--- src/logic/pmx_pkg.sv ---
package pmx_pkg;

    // -----------------------------------------------------------------
    // register map and field positions
    // -----------------------------------------------------------------
    localparam int          ADDR_W       = 5;
    localparam int          REG_W        = 16;
    localparam [4:0]        OFS_BASIC    = 5'h00;
    localparam [4:0]        OFS_IRQ      = 5'h1b;
    localparam [4:0]        OFS_CTRL2    = 5'h1f;
    localparam int          BIT_DUPLEX   = 8;
    localparam int          BIT_DISCONNECT_SETTING  = 10;
    localparam int          BIT_IRQ_POL  = 9;
    localparam int          IRQ_W        = 8;
    localparam int          IRQ_EN_LSB   = 8;
    localparam [15:0]       REG_ZERO     = 16'h0000;

    // -----------------------------------------------------------------
    // clock rates and derived divisors
    // -----------------------------------------------------------------
    localparam int          SYS_MHZ      = 125;
    localparam int          MII_MHZ      = 25;
    localparam int          RMII_MHZ     = 50;
    localparam int          SMII_MHZ     = 125;
    localparam [2:0]        DIV_MII      = 3'(SYS_MHZ / MII_MHZ);
    localparam [2:0]        DIV_RMII     = 3'(SYS_MHZ / RMII_MHZ);
    localparam [2:0]        DIV_SMII     = 3'(SYS_MHZ / SMII_MHZ);

    // -----------------------------------------------------------------
    // strap window, slices, synchroniser bit positions
    // -----------------------------------------------------------------
    localparam [1:0]        STRAP_LAST   = 2'h2;
    localparam [2:0]        SL_MII       = 3'h1;
    localparam [2:0]        SL_RMII      = 3'h2;
    localparam [2:0]        SL_SMII      = 3'h6;
    localparam [2:0]        SMII_TX_LAST = 3'h4;
    localparam int          SYNC_W       = 10;
    localparam int          P_RXD0       = 0;
    localparam int          P_RXD1       = 1;
    localparam int          P_RXV        = 2;
    localparam int          P_RXE        = 3;
    localparam int          P_TX_ENABLE_IN       = 4;
    localparam int          P_TXD        = 5;
    localparam int          P_TXC        = 9;

    // -----------------------------------------------------------------
    // types
    // -----------------------------------------------------------------
    typedef enum logic [1:0] {PMX_MII, PMX_RMII, PMX_SMII, PMX_MII_B2B} pmx_mode_t;
    typedef enum logic {PMX_STRAP, PMX_RUN} pmx_phase_t;

    typedef struct packed {
        logic       err;
        logic [3:0] data;
    } pmx_rx_word_t;

    typedef struct packed {
        logic       en;
        logic [3:0] data;
    } pmx_tx_word_t;

    typedef struct packed {
        logic              wr;
        logic              rd;
        logic [ADDR_W-1:0] addr;
        logic [REG_W-1:0]  wdata;
    } pmx_reg_req_t;

endpackage

--- src/logic/pmx_pin_mux.sv ---
`timescale 1ns/10ps
module pmx_pin_mux
    import pmx_pkg::*;
(
    input  wire logic         clk_sys_in,
    input  wire logic         nrst_in,
    input  wire pmx_mode_t    mode_sel_in,
    input  wire logic [3:0]   rxd_pin_in,
    input  wire logic         rx_valid_pin_in,
    input  wire logic         rx_error_pin_in,
    input  wire logic         tx_clock_pin_in,
    input  wire logic         tx_enable_in,
    input  wire logic [3:0]   txd_pin_in,
    input  wire logic         core_rx_valid_in,
    input  wire pmx_rx_word_t core_rx_in,
    input  wire logic [7:0]   event_in,
    input  wire pmx_reg_req_t reg_req_in,
    output logic [3:0]        rxd_pin_out,
    output logic              rx_valid_out,
    output logic              rx_error_out,
    output logic              rx_pins_oe_out,
    output logic              rx_clock_out,
    output logic              tx_clock_pin_out,
    output logic              tx_clock_pin_oe_out,
    output logic              core_rx_ready_out,
    output pmx_tx_word_t      core_tx_out,
    output logic              core_tx_stb_out,
    output logic [15:0]       reg_rdata_out,
    output logic              irq_out,
    output logic              station_addr_bit2_strap_out,
    output logic              iface_mode_strap_bit2_out
);

    // -----------------------------------------------------------------
    // state of the block
    // -----------------------------------------------------------------
    typedef struct packed {
        pmx_phase_t              phase;
        logic [1:0]              strap_cnt;
        logic [SYNC_W-1:0]       sync1;
        logic [SYNC_W-1:0]       sync2;
        logic                    txc_prev;
        logic                    sync_prev;
        logic                    addr2;
        logic                    cfg2;
        logic [15:0]             ctrl0;
        logic [IRQ_W-1:0]        irq_st;
        logic [IRQ_W-1:0]        irq_en;
        logic [15:0]             ctrl2;
        logic [15:0]             rdata;
        logic                    irq;
        logic [2:0]              div_cnt;
        logic                    clk_lvl;
        pmx_rx_word_t [1:0]      fifo;
        logic                    wp;
        logic                    rp;
        logic [1:0]              cnt;
        logic                    rdy;
        pmx_rx_word_t            ser_w;
        logic                    ser_busy;
        logic [2:0]              ser_idx;
        logic [3:0]              rxd;
        logic                    rxv;
        logic                    rxe;
        logic                    oe;
        logic                    txc_oe;
        logic [3:0]              tx_sh;
        logic [2:0]              tx_idx;
        pmx_tx_word_t            tx_w;
        logic                    tx_stb;
    } pmx_state_t;

    pmx_state_t st_r;
    pmx_state_t st_nxt;

    // clock divisor and slice count per mode
    function automatic logic [2:0] div_of(input pmx_mode_t m);
        case (m)
            PMX_RMII: div_of = DIV_RMII;
            PMX_SMII: div_of = DIV_SMII;
            default:  div_of = DIV_MII;
        endcase
    endfunction

    function automatic logic [2:0] slices_of(input pmx_mode_t m);
        case (m)
            PMX_RMII: slices_of = SL_RMII;
            PMX_SMII: slices_of = SL_SMII;
            default:  slices_of = SL_MII;
        endcase
    endfunction

    // -----------------------------------------------------------------
    // next-state logic
    // -----------------------------------------------------------------
    always_comb
    begin
        logic         tick;
        logic         pop;
        logic         push;
        logic         busy;
        logic         act;
        logic         sync_rise;
        pmx_rx_word_t w;
        logic [2:0]   i;
        st_nxt    = st_r;
        tick      = 1'b0;
        pop       = 1'b0;
        push      = 1'b0;
        busy      = 1'b0;
        act       = 1'b0;
        sync_rise = 1'b0;
        w         = '0;
        i         = 3'h0;
        // pins pass two flops before anything reads them
        st_nxt.sync1 = {tx_clock_pin_in, txd_pin_in, tx_enable_in,
                        rx_error_pin_in, rx_valid_pin_in, rxd_pin_in[1:0]};
        st_nxt.sync2 = st_r.sync1;
        st_nxt.txc_prev  = st_r.sync2[P_TXC];
        st_nxt.sync_prev = st_r.sync2[P_TXD+1];

        // strap window: outputs stay off until the synchroniser has settled
        if (st_r.phase == PMX_STRAP)
        begin
            st_nxt.strap_cnt = st_r.strap_cnt + 2'h1;
            if (st_r.strap_cnt == STRAP_LAST)
            begin
                st_nxt.addr2               = st_r.sync2[P_RXD1];
                st_nxt.ctrl0[BIT_DUPLEX]   = st_r.sync2[P_RXD0];
                st_nxt.cfg2                = st_r.sync2[P_RXV];
                st_nxt.ctrl0[BIT_DISCONNECT_SETTING]  = st_r.sync2[P_RXE];
                st_nxt.phase               = PMX_RUN;
            end
        end

        // register port; status read clears, a new event wins over the clear
        st_nxt.irq_st = st_r.irq_st | event_in;
        if (reg_req_in.rd)
        begin
            case (reg_req_in.addr)
                OFS_BASIC: st_nxt.rdata = st_r.ctrl0;
                OFS_IRQ:
                begin
                    st_nxt.rdata  = {st_r.irq_en, st_r.irq_st};
                    st_nxt.irq_st = event_in;
                end
                OFS_CTRL2: st_nxt.rdata = st_r.ctrl2;
                default:   st_nxt.rdata = REG_ZERO;
            endcase
        end
        if (reg_req_in.wr && st_r.phase == PMX_RUN)
        begin
            case (reg_req_in.addr)
                OFS_BASIC: st_nxt.ctrl0  = reg_req_in.wdata;
                OFS_IRQ:   st_nxt.irq_en = reg_req_in.wdata[IRQ_EN_LSB +: IRQ_W];
                OFS_CTRL2: st_nxt.ctrl2  = reg_req_in.wdata;
                default:   ;
            endcase
        end
        act        = |(st_r.irq_st & st_r.irq_en);
        st_nxt.irq = st_r.ctrl2[BIT_IRQ_POL] ? act : ~act;

        // link clock: own divider, or the mac's clock in back-to-back mode
        if (mode_sel_in == PMX_MII_B2B)
        begin
            tick           = st_r.sync2[P_TXC] & ~st_r.txc_prev;
            st_nxt.div_cnt = 3'h0;
            st_nxt.clk_lvl = st_r.sync2[P_TXC];
        end
        else
        begin
            tick           = (st_r.div_cnt >= div_of(mode_sel_in) - 3'h1);
            st_nxt.div_cnt = tick ? 3'h0 : st_r.div_cnt + 3'h1;
            // at the system rate the clock pin cannot toggle, so it rests low
            st_nxt.clk_lvl = (st_nxt.div_cnt < (div_of(mode_sel_in) >> 1));
        end
        st_nxt.txc_oe = (st_r.phase == PMX_RUN) && (mode_sel_in != PMX_MII_B2B);
        st_nxt.oe     = (st_r.phase == PMX_RUN) && !st_r.ctrl0[BIT_DISCONNECT_SETTING];

        // receive serializer: a word is taken from the buffer at slice 0
        if (st_r.ser_idx == 3'h0)
        begin
            busy = (st_r.cnt != 2'h0);
            w    = busy ? st_r.fifo[st_r.rp] : '0;
        end
        else
        begin
            busy = st_r.ser_busy;
            w    = st_r.ser_w;
        end
        if (tick && st_r.phase == PMX_RUN)
        begin
            pop             = (st_r.ser_idx == 3'h0) && busy;
            st_nxt.ser_w    = w;
            st_nxt.ser_busy = busy;
            st_nxt.ser_idx  = (st_r.ser_idx + 3'h1 >= slices_of(mode_sel_in))
                              ? 3'h0 : st_r.ser_idx + 3'h1;
            case (mode_sel_in)
                PMX_RMII:
                begin
                    st_nxt.rxd = {2'b00, st_r.ser_idx[0] ? w.data[3:2] : w.data[1:0]};
                    st_nxt.rxv = busy;
                    st_nxt.rxe = busy & w.err;
                end
                PMX_SMII:
                begin
                    i = st_r.ser_idx - 3'h2;
                    st_nxt.rxv = 1'b0;
                    st_nxt.rxe = 1'b0;
                    case (st_r.ser_idx)
                        3'h0:    st_nxt.rxd = {3'b000, busy};
                        3'h1:    st_nxt.rxd = {3'b000, busy & w.err};
                        default: st_nxt.rxd = {3'b000, w.data[i[1:0]]};
                    endcase
                end
                default:
                begin
                    st_nxt.rxd = w.data;
                    st_nxt.rxv = busy;
                    st_nxt.rxe = busy & w.err;
                end
            endcase
        end

        // two-entry buffer; ready is registered, so it reflects next count
        push = core_rx_valid_in && st_r.rdy;
        if (push)
        begin
            st_nxt.fifo[st_r.wp] = core_rx_in;
            st_nxt.wp            = ~st_r.wp;
        end
        if (pop)
            st_nxt.rp = ~st_r.rp;
        st_nxt.cnt = st_r.cnt + {1'b0, push} - {1'b0, pop};
        st_nxt.rdy = (st_nxt.cnt != 2'h2);

        // transmit capture on the link clock edge
        st_nxt.tx_stb = 1'b0;
        sync_rise     = st_r.sync2[P_TXD+1] & ~st_r.sync_prev;
        if (tick && st_r.phase == PMX_RUN)
        begin
            case (mode_sel_in)
                PMX_RMII:
                begin
                    if (!st_r.sync2[P_TX_ENABLE_IN] || st_r.tx_idx != 3'h0)
                    begin
                        st_nxt.tx_idx = 3'h0;
                        st_nxt.tx_w   = {st_r.sync2[P_TX_ENABLE_IN],
                                         st_r.sync2[P_TXD +: 2], st_r.tx_sh[1:0]};
                        st_nxt.tx_stb = st_r.tx_idx != 3'h0;
                    end
                    else
                    begin
                        st_nxt.tx_sh  = {2'b00, st_r.sync2[P_TXD +: 2]};
                        st_nxt.tx_idx = 3'h1;
                    end
                end
                PMX_SMII:
                begin
                    if (sync_rise)
                    begin
                        st_nxt.tx_w.en = st_r.sync2[P_TXD];
                        st_nxt.tx_idx  = 3'h1;
                    end
                    else if (st_r.tx_idx != 3'h0)
                    begin
                        st_nxt.tx_sh  = {st_r.sync2[P_TXD], st_r.tx_sh[3:1]};
                        st_nxt.tx_idx = (st_r.tx_idx == SMII_TX_LAST) ? 3'h0
                                        : st_r.tx_idx + 3'h1;
                        if (st_r.tx_idx == SMII_TX_LAST)
                        begin
                            st_nxt.tx_w.data = {st_r.sync2[P_TXD], st_r.tx_sh[3:1]};
                            st_nxt.tx_stb    = 1'b1;
                        end
                    end
                end
                default:
                begin
                    st_nxt.tx_w   = {st_r.sync2[P_TX_ENABLE_IN], st_r.sync2[P_TXD +: 4]};
                    st_nxt.tx_stb = 1'b1;
                end
            endcase
        end
    end

    // -----------------------------------------------------------------
    // state register
    // -----------------------------------------------------------------
    always_ff @(posedge clk_sys_in or negedge nrst_in)
    begin
        if (!nrst_in)
        begin
            st_r       <= '0;
            st_r.irq   <= 1'b1;  // inactive level of the default low polarity
            st_r.phase <= PMX_STRAP;
        end
        else
            st_r <= st_nxt;
    end

    // outputs straight from the state register
    assign rxd_pin_out                 = st_r.rxd;
    assign rx_valid_out                = st_r.rxv;
    assign rx_error_out                = st_r.rxe;
    assign rx_pins_oe_out              = st_r.oe;
    assign rx_clock_out                = st_r.clk_lvl;
    assign tx_clock_pin_out            = st_r.clk_lvl;
    assign tx_clock_pin_oe_out         = st_r.txc_oe;
    assign core_rx_ready_out           = st_r.rdy;
    assign core_tx_out                 = st_r.tx_w;
    assign core_tx_stb_out             = st_r.tx_stb;
    assign reg_rdata_out               = st_r.rdata;
    assign irq_out                     = st_r.irq;
    assign station_addr_bit2_strap_out = st_r.addr2;
    assign iface_mode_strap_bit2_out   = st_r.cfg2;
endmodule

--- config.mk ---
export PLATFORM = sky130hd
export DESIGN_NAME = pmx_pin_mux
export DESIGN_NICKNAME = d
export VERILOG_FILES = /design/src/logic/pmx_pkg.sv /design/src/logic/pmx_pin_mux.sv
export SDC_FILE = /design/constraint.sdc
export NUM_CORES = 1
export LEC_CHECK = 0
export ABC_AREA = 1
export BUFFER_PORTS_ARGS = -buffer_cell sky130_fd_sc_hd__buf_2
export CAP_MARGIN = 20
export CORE_ASPECT_RATIO = 2
export CORE_MARGIN = 2
export CORE_UTILIZATION = 53
export DETAILED_ROUTE_END_ITERATION = 6
export GPL_ROUTABILITY_DRIVEN = 1
export PLACE_DENSITY = 0.73
export SYNTH_ARGS = -nofsm -noshare
export SYNTH_HDL_FRONTEND = slang
export SYNTH_SLANG_ARGS = --single-unit
--- constraint.sdc ---
create_clock -name clk_sys_in -period 3.1 [get_ports clk_sys_in]
set_clock_uncertainty 0.05 [all_clocks]
set_input_delay 0.465 -clock clk_sys_in [delete_from_list [all_inputs] [get_ports clk_sys_in]]
set_output_delay 0.465 -clock clk_sys_in [all_outputs]
set_load 0.005 [all_outputs]
==> results.json, run 1 <==
{
  "dieArea_um2": 12950,
  "worst-path-buf-inv": 4,
  "synth_most_common_cell": "nand2_1",
  "max-slew-margin-rel_pct": 53.24,
  "gp_congestion": 0.8577,
  "worstPathArrival_ns": 2.78,
  "worstMarginPinSlew_ns": 0.7014,
  "num_io_pins": 89,
  "syn_area_um2": 6360,
  "synth_top_family_by_area": "simple AND/OR/NAND/NOR gates",
  "syn_to_final_growth_pct": 16.19,
  "worstSetupEndpointType": "flip-flop",
  "dp_hpwl_um": 10250,
  "synth-xor-area-share_pct": 0.8263,
  "nNetsFinal": 851,
  "fin_crit_sh_pct": 81.93,
  "worstPathRequired_ns": 3.34,
  "first_pass_iters": 4,
  "yosys-top-cells-area": "dfrtp_1 (55%), nand2_1 (12%), o21ai_0 (7.0%)",
  "fin_cells": 935,
  "post-route-drc-count": 0,
  "syn_inst": 704,
  "grt_max_degree": 74,
  "post-route-min-period_ns": 2.540,
  "fin_setup_tns_ns": 0,
  "cpLargestDelayFamily": "adder cells",
  "max_freq_ghz": 0.3937,
  "synth.ff_latch_count": 141,
  "cts-root-buf": "clkbuf_16",
  "die_y_um": 158.9,
  "worstSetupPathType": "in -> reg",
  "path_clk_slew_ns": 0.06,
  "synth-main-ff-cell": "dfrtp_1",
  "synth_commonest_cells": "nand2_1 (210), dfrtp_1 (140), o21ai_0 (89)",
  "grt_usage_pct": 23.99,
  "antennaDiodeCount": 0,
  "power_mw": 6.052,
  "wl_um": 14430,
  "yosysSeqAreaShare_pct": 55.50,
  "cts_resized": 0,
  "cpPeakStageDelay_ns": 0.30,
  "violations": "hold timing",
  "async_flop_share_pct": 100.0,
  "syn_nets": 777,
  "yosys.area_share.simple_pct": 17.57,
  "gr-total-overflow": 0,
  "min_path_type": "in -> async",
  "slew_viol_final": 0,
  "synth_top_area_share_pct": 55.09,
  "yosys.area_share.adder_pct": 3.935,
  "critPathLaunchType": "input pin",
  "clkLatencyLatePin_ns": 0.42,
  "cts.sinks": 141,
  "chipWidth_um": 81.46,
  "muxShareOfSynthArea_pct": 0.9837,
  "synth-edff-count": 0,
  "fin_hold_ws_ns": -0.006728,
  "finalSetupViolCount": 0,
  "p_leak_nw": 3.874,
  "htree_levels": 4,
  "grt_pass1_wl_um": 24000,
  "wl_per_cell_um": 15.43,
  "synth_compound_area_share_pct": 12.45,
  "cts.path.max_buffers": 2,
  "cts_tree": "yes",
  "status": "finished with violations",
  "maxCapViolations": 0,
  "placed_cells": 904,
  "rsz0062_at_grt": "false",
  "crit_chain": "buf_2 > inv_1 > ha_1 > nand2_1 > ha_1 > nand3b_1 > nand3_1 > nand2_1 > o31ai_4 > nand2_1 > inv_1 > ha_1 > inv_1 > ha_1 > xnor2_1 > nand2_1",
  "yosysTopAreaCell": "dfrtp_1",
  "core.rowCount": 56,
  "initial_core_util_pct": 54.35,
  "synth-warning-count": 0,
  "drtIter0Drc": 225,
  "drive_gt1_share_pct": 18.48,
  "numCtsBuffers": 17,
  "coreArea_um2": 11700,
  "pre_cts_ws_ns": 0.1718,
  "cts_setup_buffers": 0,
  "path_max_fanout": 6,
  "cp_slowest_cell": "ha_1",
  "vdd_drop_max_uv": 462.3,
  "viasPerCell": 5.267,
  "portBuffers": 86,
  "antenna_left": 0,
  "syn_avg_cell_area_um2": 9.034,
  "antenna_found_initial": 0,
  "yosysUniqueCellTypes": 40,
  "vias": 4925,
  "p_per_area_nw_per_um2": 819.0,
  "grt_pass1_vias": 5173,
  "hold_viol_final": 4,
  "postCtsHoldBufs": 0,
  "setup_slack_ns": 0.5601
}
-- power by group --
part / switching [mW] / leakage (nW) / internal, mW
logic: 0.958 / 1.84 / 0.589
registers: 0.235 / 1.75 / 2.24
clock network: 0.799 / 0.286 / 1.23
-- final timing paths --
path | from | end | slack (ns) | cells after the start
max in group asynchronous | nrst_in | irq_out | 2.21 | 2
min in group clk_sys_in | rxd_pin_in[1] | st_nxt[119] | 0.10 | 1
worst min register to register | st_nxt[124] | st_nxt[116] | 0.30 | 0
worst max-delay path | mode_sel_in[1] | core_rx_ready_out | 0.56 | 16
worst max register to register | st_r[21] | core_rx_ready_out | 0.66 | 11
worst min-delay path | nrst_in | st_r[39] | -0.007 | 1
-- final cells by class --
class | instances | area [um^2]
fill | 964 | 4312
multi-input combinational | 446 | 2275
tap | 145 | 181.4
clock buffer | 19 | 452.9
inverter | 75 | 281.5
timing repair buffer | 97 | 531.8
clock inverter | 12 | 137.6
sequential | 141 | 3530
-- metal layers --
| metal | track usage (%) | share of wire, % | vias up | wire length [um] |
|---|---|---|---|---|
| met5 | 0 | 0 | - | 0 |
| met4 | 13.71 | 4.5 | 0 | 643 |
| met3 | 3.352 | 3.4 | 45 | 490 |
| met2 | 43.48 | 56 | 131 | 8031 |
| met1 | 25.17 | 36 | 2357 | 5266 |
| li1 | - | - | 2392 | - |
-- flip-flops by register name, indices dropped and copies added, names as in the netlist --
| signal | cells |
|---|---|
| core_rx_ready_out | 1 |
| core_tx_out | 5 |
| core_tx_stb_out | 1 |
| iface_mode_strap_bit2_out | 1 |
| irq_out | 1 |
| reg_rdata_out | 16 |
| rx_clock_out | 1 |
| rx_error_out | 1 |
| rx_pins_oe_out | 1 |
| rx_valid_out | 1 |
| rxd_pin_out | 4 |
| st_nxt | 12 |
| st_r | 94 |
| station_addr_bit2_strap_out | 1 |
| tx_clock_pin_oe_out | 1 |
-- logic make-up (layout without fill, tap and decap cells) --
| logic type | after synthesis | count (layout) |
|---|---|---|
| simple gates | 270 | 270 |
| compound gates | 144 | 144 |
| flops | 141 | 141 |
| buf+inv | 117 | 203 |
| fa+ha+maj | 20 | 20 |
| xor+xnor | 6 | 6 |
| mux | 6 | 6 |
-- through the flow --
stage	utilization [%]	area, um^2
2_1_floorplan	-	6361
3_3_place_gp	58.11	6799
3_5_place_dp	58.11	6799
4_1_cts	63.15	7390
5_1_grt	63.15	7390
6_report	63.15	7390
-- placed cells by master (no fill, tap or decap), drive strengths merged, types with 3 or more instances in the layout --
cell,n
nand3b,3
ha,20
nand4,4
mux2i,4
o21bai,8
o21ai,101
nand3,23
inv,75
buf,97
o22ai,5
a21oi,21
clkinv,8
a31oi,4
or2,3
clkbuf,19
nand2,211
nor2,22
dfrtp,140
xnor2,5
Power figures use the tool's default switching activity.
==> run 2, diff against run 1 <==
==> constraint.sdc (replaced) <==
create_clock -name clk_sys_in -period 2.42 [get_ports clk_sys_in]
set_clock_uncertainty 0.05 [all_clocks]
set_input_delay 0.363 -clock clk_sys_in [delete_from_list [all_inputs] [get_ports clk_sys_in]]
set_output_delay 0.363 -clock clk_sys_in [all_outputs]
set_load 0.005 [all_outputs]
==> results.json, run 2 (synthesized netlist as in run 1, its figures left out) <==
{
  "hold_depth": 1,
  "num_io_pins": 89,
  "antennaDiodeCount": 0,
  "clkLatencyLatePin_ns": 0.41,
  "combPwrFrac_pct": 27.2,
  "cts.path.max_buffers": 2,
  "top_register": "st_r",
  "worstPathArrival_ns": 2.41,
  "maxCapViolations": 0,
  "post-route-drc-count": 0,
  "cts_setup_buffers": 0,
  "die_y_um": 158.9,
  "hold_viol_final": 0,
  "htree_levels": 4,
  "gp_congestion": 0.8233,
  "path_max_fanout": 4,
  "p_leak_nw": 3.979,
  "wl_um": 14270,
  "max-slew-margin-rel_pct": 60.01,
  "clockPowerShare_pct": 33.0,
  "drive_gt1_share_pct": 20.84,
  "min_path_type": "in -> reg",
  "cpPeakStageDelay_ns": 0.29,
  "worstSetupPathType": "in -> reg",
  "r2r_slack_ns": 0.29,
  "syn_to_final_growth_pct": 20.15,
  "vdd_drop_max_uv": 806.1,
  "nFillCells": 958,
  "layout_commonest_cell": "nand2_1",
  "coreArea_um2": 11700,
  "seqPwrFrac_pct": 39.8,
  "whs_endpoint": "st_nxt[123]",
  "nNetsFinal": 871,
  "gr-total-overflow": 0,
  "grt_max_degree": 59,
  "cts_tree": "yes",
  "antenna_found_initial": 0,
  "r2r_cells": 12,
  "cts-root-buf": "clkbuf_16",
  "slew_viol_final": 0,
  "cp_slowest_cell": "ha_1",
  "portBuffers": 86,
  "startpoint": "mode_sel_in[1]",
  "rsz0062_at_grt": "false",
  "p_sw_share_pct": 33.25,
  "pre_cts_ws_ns": -0.1807,
  "crit-reg2reg-launch": "st_r[48]",
  "most-common-layout-cells": "nand2_1 (209), dfrtp_1 (140), o21ai_0 (89)",
  "p_switching_mw": 2.646,
  "drtIter0Drc": 247,
  "critPathLaunchType": "input pin",
  "viasPerCell": 5.289,
  "grt_pass1_wl_um": 24320,
  "fin_util_pct": 65.30,
  "p_int_mw": 5.311,
  "r2r-end": "core_rx_ready_out",
  "setup_slack_ns": 0.2505,
  "crit_chain": "buf_2 > inv_1 > ha_1 > nand2_1 > ha_1 > nand3_1 > nand3_2 > nand2_2 > o31ai_4 > nand2_1 > inv_1 > ha_1 > inv_2 > ha_4 > xnor2_2 > nand2_1",
  "grt_pass1_vias": 5368,
  "vias": 5056,
  "antenna_left": 0,
  "post-route-min-period_ns": 2.170,
  "wl_per_cell_um": 14.93,
  "largest_reg_flops": 94,
  "hp-start": "txd_pin_in[0]",
  "grt_usage_pct": 24.41,
  "worstPathRequired_ns": 2.66,
  "p_per_area_nw_per_um2": 1041,
  "max_freq_ghz": 0.4609,
  "initial_core_util_pct": 54.35,
  "cts.sinks": 141,
  "first_pass_iters": 5,
  "fin_setup_tns_ns": 0,
  "chipWidth_um": 81.46,
  "path_clk_slew_ns": 0.06,
  "dp_hpwl_um": 10470,
  "dieArea_um2": 12950,
  "worstMarginPinSlew_ns": 0.5977,
  "worstSetupEndpointType": "flip-flop",
  "numCtsBuffers": 17,
  "finalSetupViolCount": 0,
  "core.rowCount": 56,
  "fin_crit_sh_pct": 89.65,
  "status": "completed"
}
==> run 2: changes by cell type in the layout (fill, tap and decap cells not counted), moves of 2 or more <==
cell / previous run / this run
clkbuf_8: 2 / 0
dlygate4sd3_1: 0 / 8
inv_8: 0 / 5
ha_1: 20 / 17
ha_4: 0 / 3
inv_6: 2 / 5
clkinv_4: 4 / 2
inv_1: 70 / 67
buf_4: 10 / 22
==> run 2: power groups by stage <==
stage	Combinational, mW	Clock (mW)	Sequential (mW)
2_1_floorplan	1.59	0	3.14
3_3_place_gp	2.05	0	3.18
3_5_place_dp	2.14	0	3.20
4_1_cts	2.18	2.67	3.17
5_1_grt	2.49	2.78	3.22
6_report	2.16	2.63	3.17
==> run 2: what timing repair did <==
action | 4_1_cts | 5_1_grt
gates resized for setup | 0 | 0
hold buffers | 8 | 0
endpoints found under the hold margin | 51 | 0
==> run 2: how the worst max path moves through the flow <==
stage / end / cells after the start
floorplan: core_rx_ready_out / 16
global placement: core_rx_ready_out / 16
detailed placement: core_rx_ready_out / 16
CTS: core_rx_ready_out / 16
global route: core_rx_ready_out / 15
finish: core_rx_ready_out / 16
==> run 2: through the flow <==
stage	area, um^2	instances	hold WS, ns	total power, mW
after floorplan	6452	704	0.01741	4.738
after global placement	6960	916	0.2671	5.225
after detailed placement	6960	916	0.2739	5.344
after CTS	7641	956	0.0003803	8.024
after global routing	7641	956	0.004402	8.503
final	7641	956	0.01702	7.957
==> run 2: worst max-delay path: cells and delay by family <==
kind            cells  cell delay (ns)
fa+ha+maj           4             0.95
buf+inv             4             0.30
xor+xnor            1             0.15
simple gates        6             0.58
compound gates      1             0.07
==> run 2: layer usage <==
| metal | routed length [um] | vias up | track usage [%] |
|---|---|---|---|
| li1 | - | 2438 | - |
| met1 | 4903 | 2411 | 24.25 |
| met2 | 8224 | 153 | 45.23 |
| met3 | 500 | 54 | 4.432 |
| met4 | 642 | 0 | 13.25 |
| met5 | 0 | - | 0 |
==> run 2: cell type report <==
type	count	area [um^2]	share of cell area (%)
clock buffer	17	425.4	5.567
clock inverter	15	175.2	2.292
inverter	75	296.5	3.881
multi-input combinational	446	2331	30.51
sequential	141	3530	46.19
tap	145	181.4	2.374
timing repair buffer	117	701.9	9.186
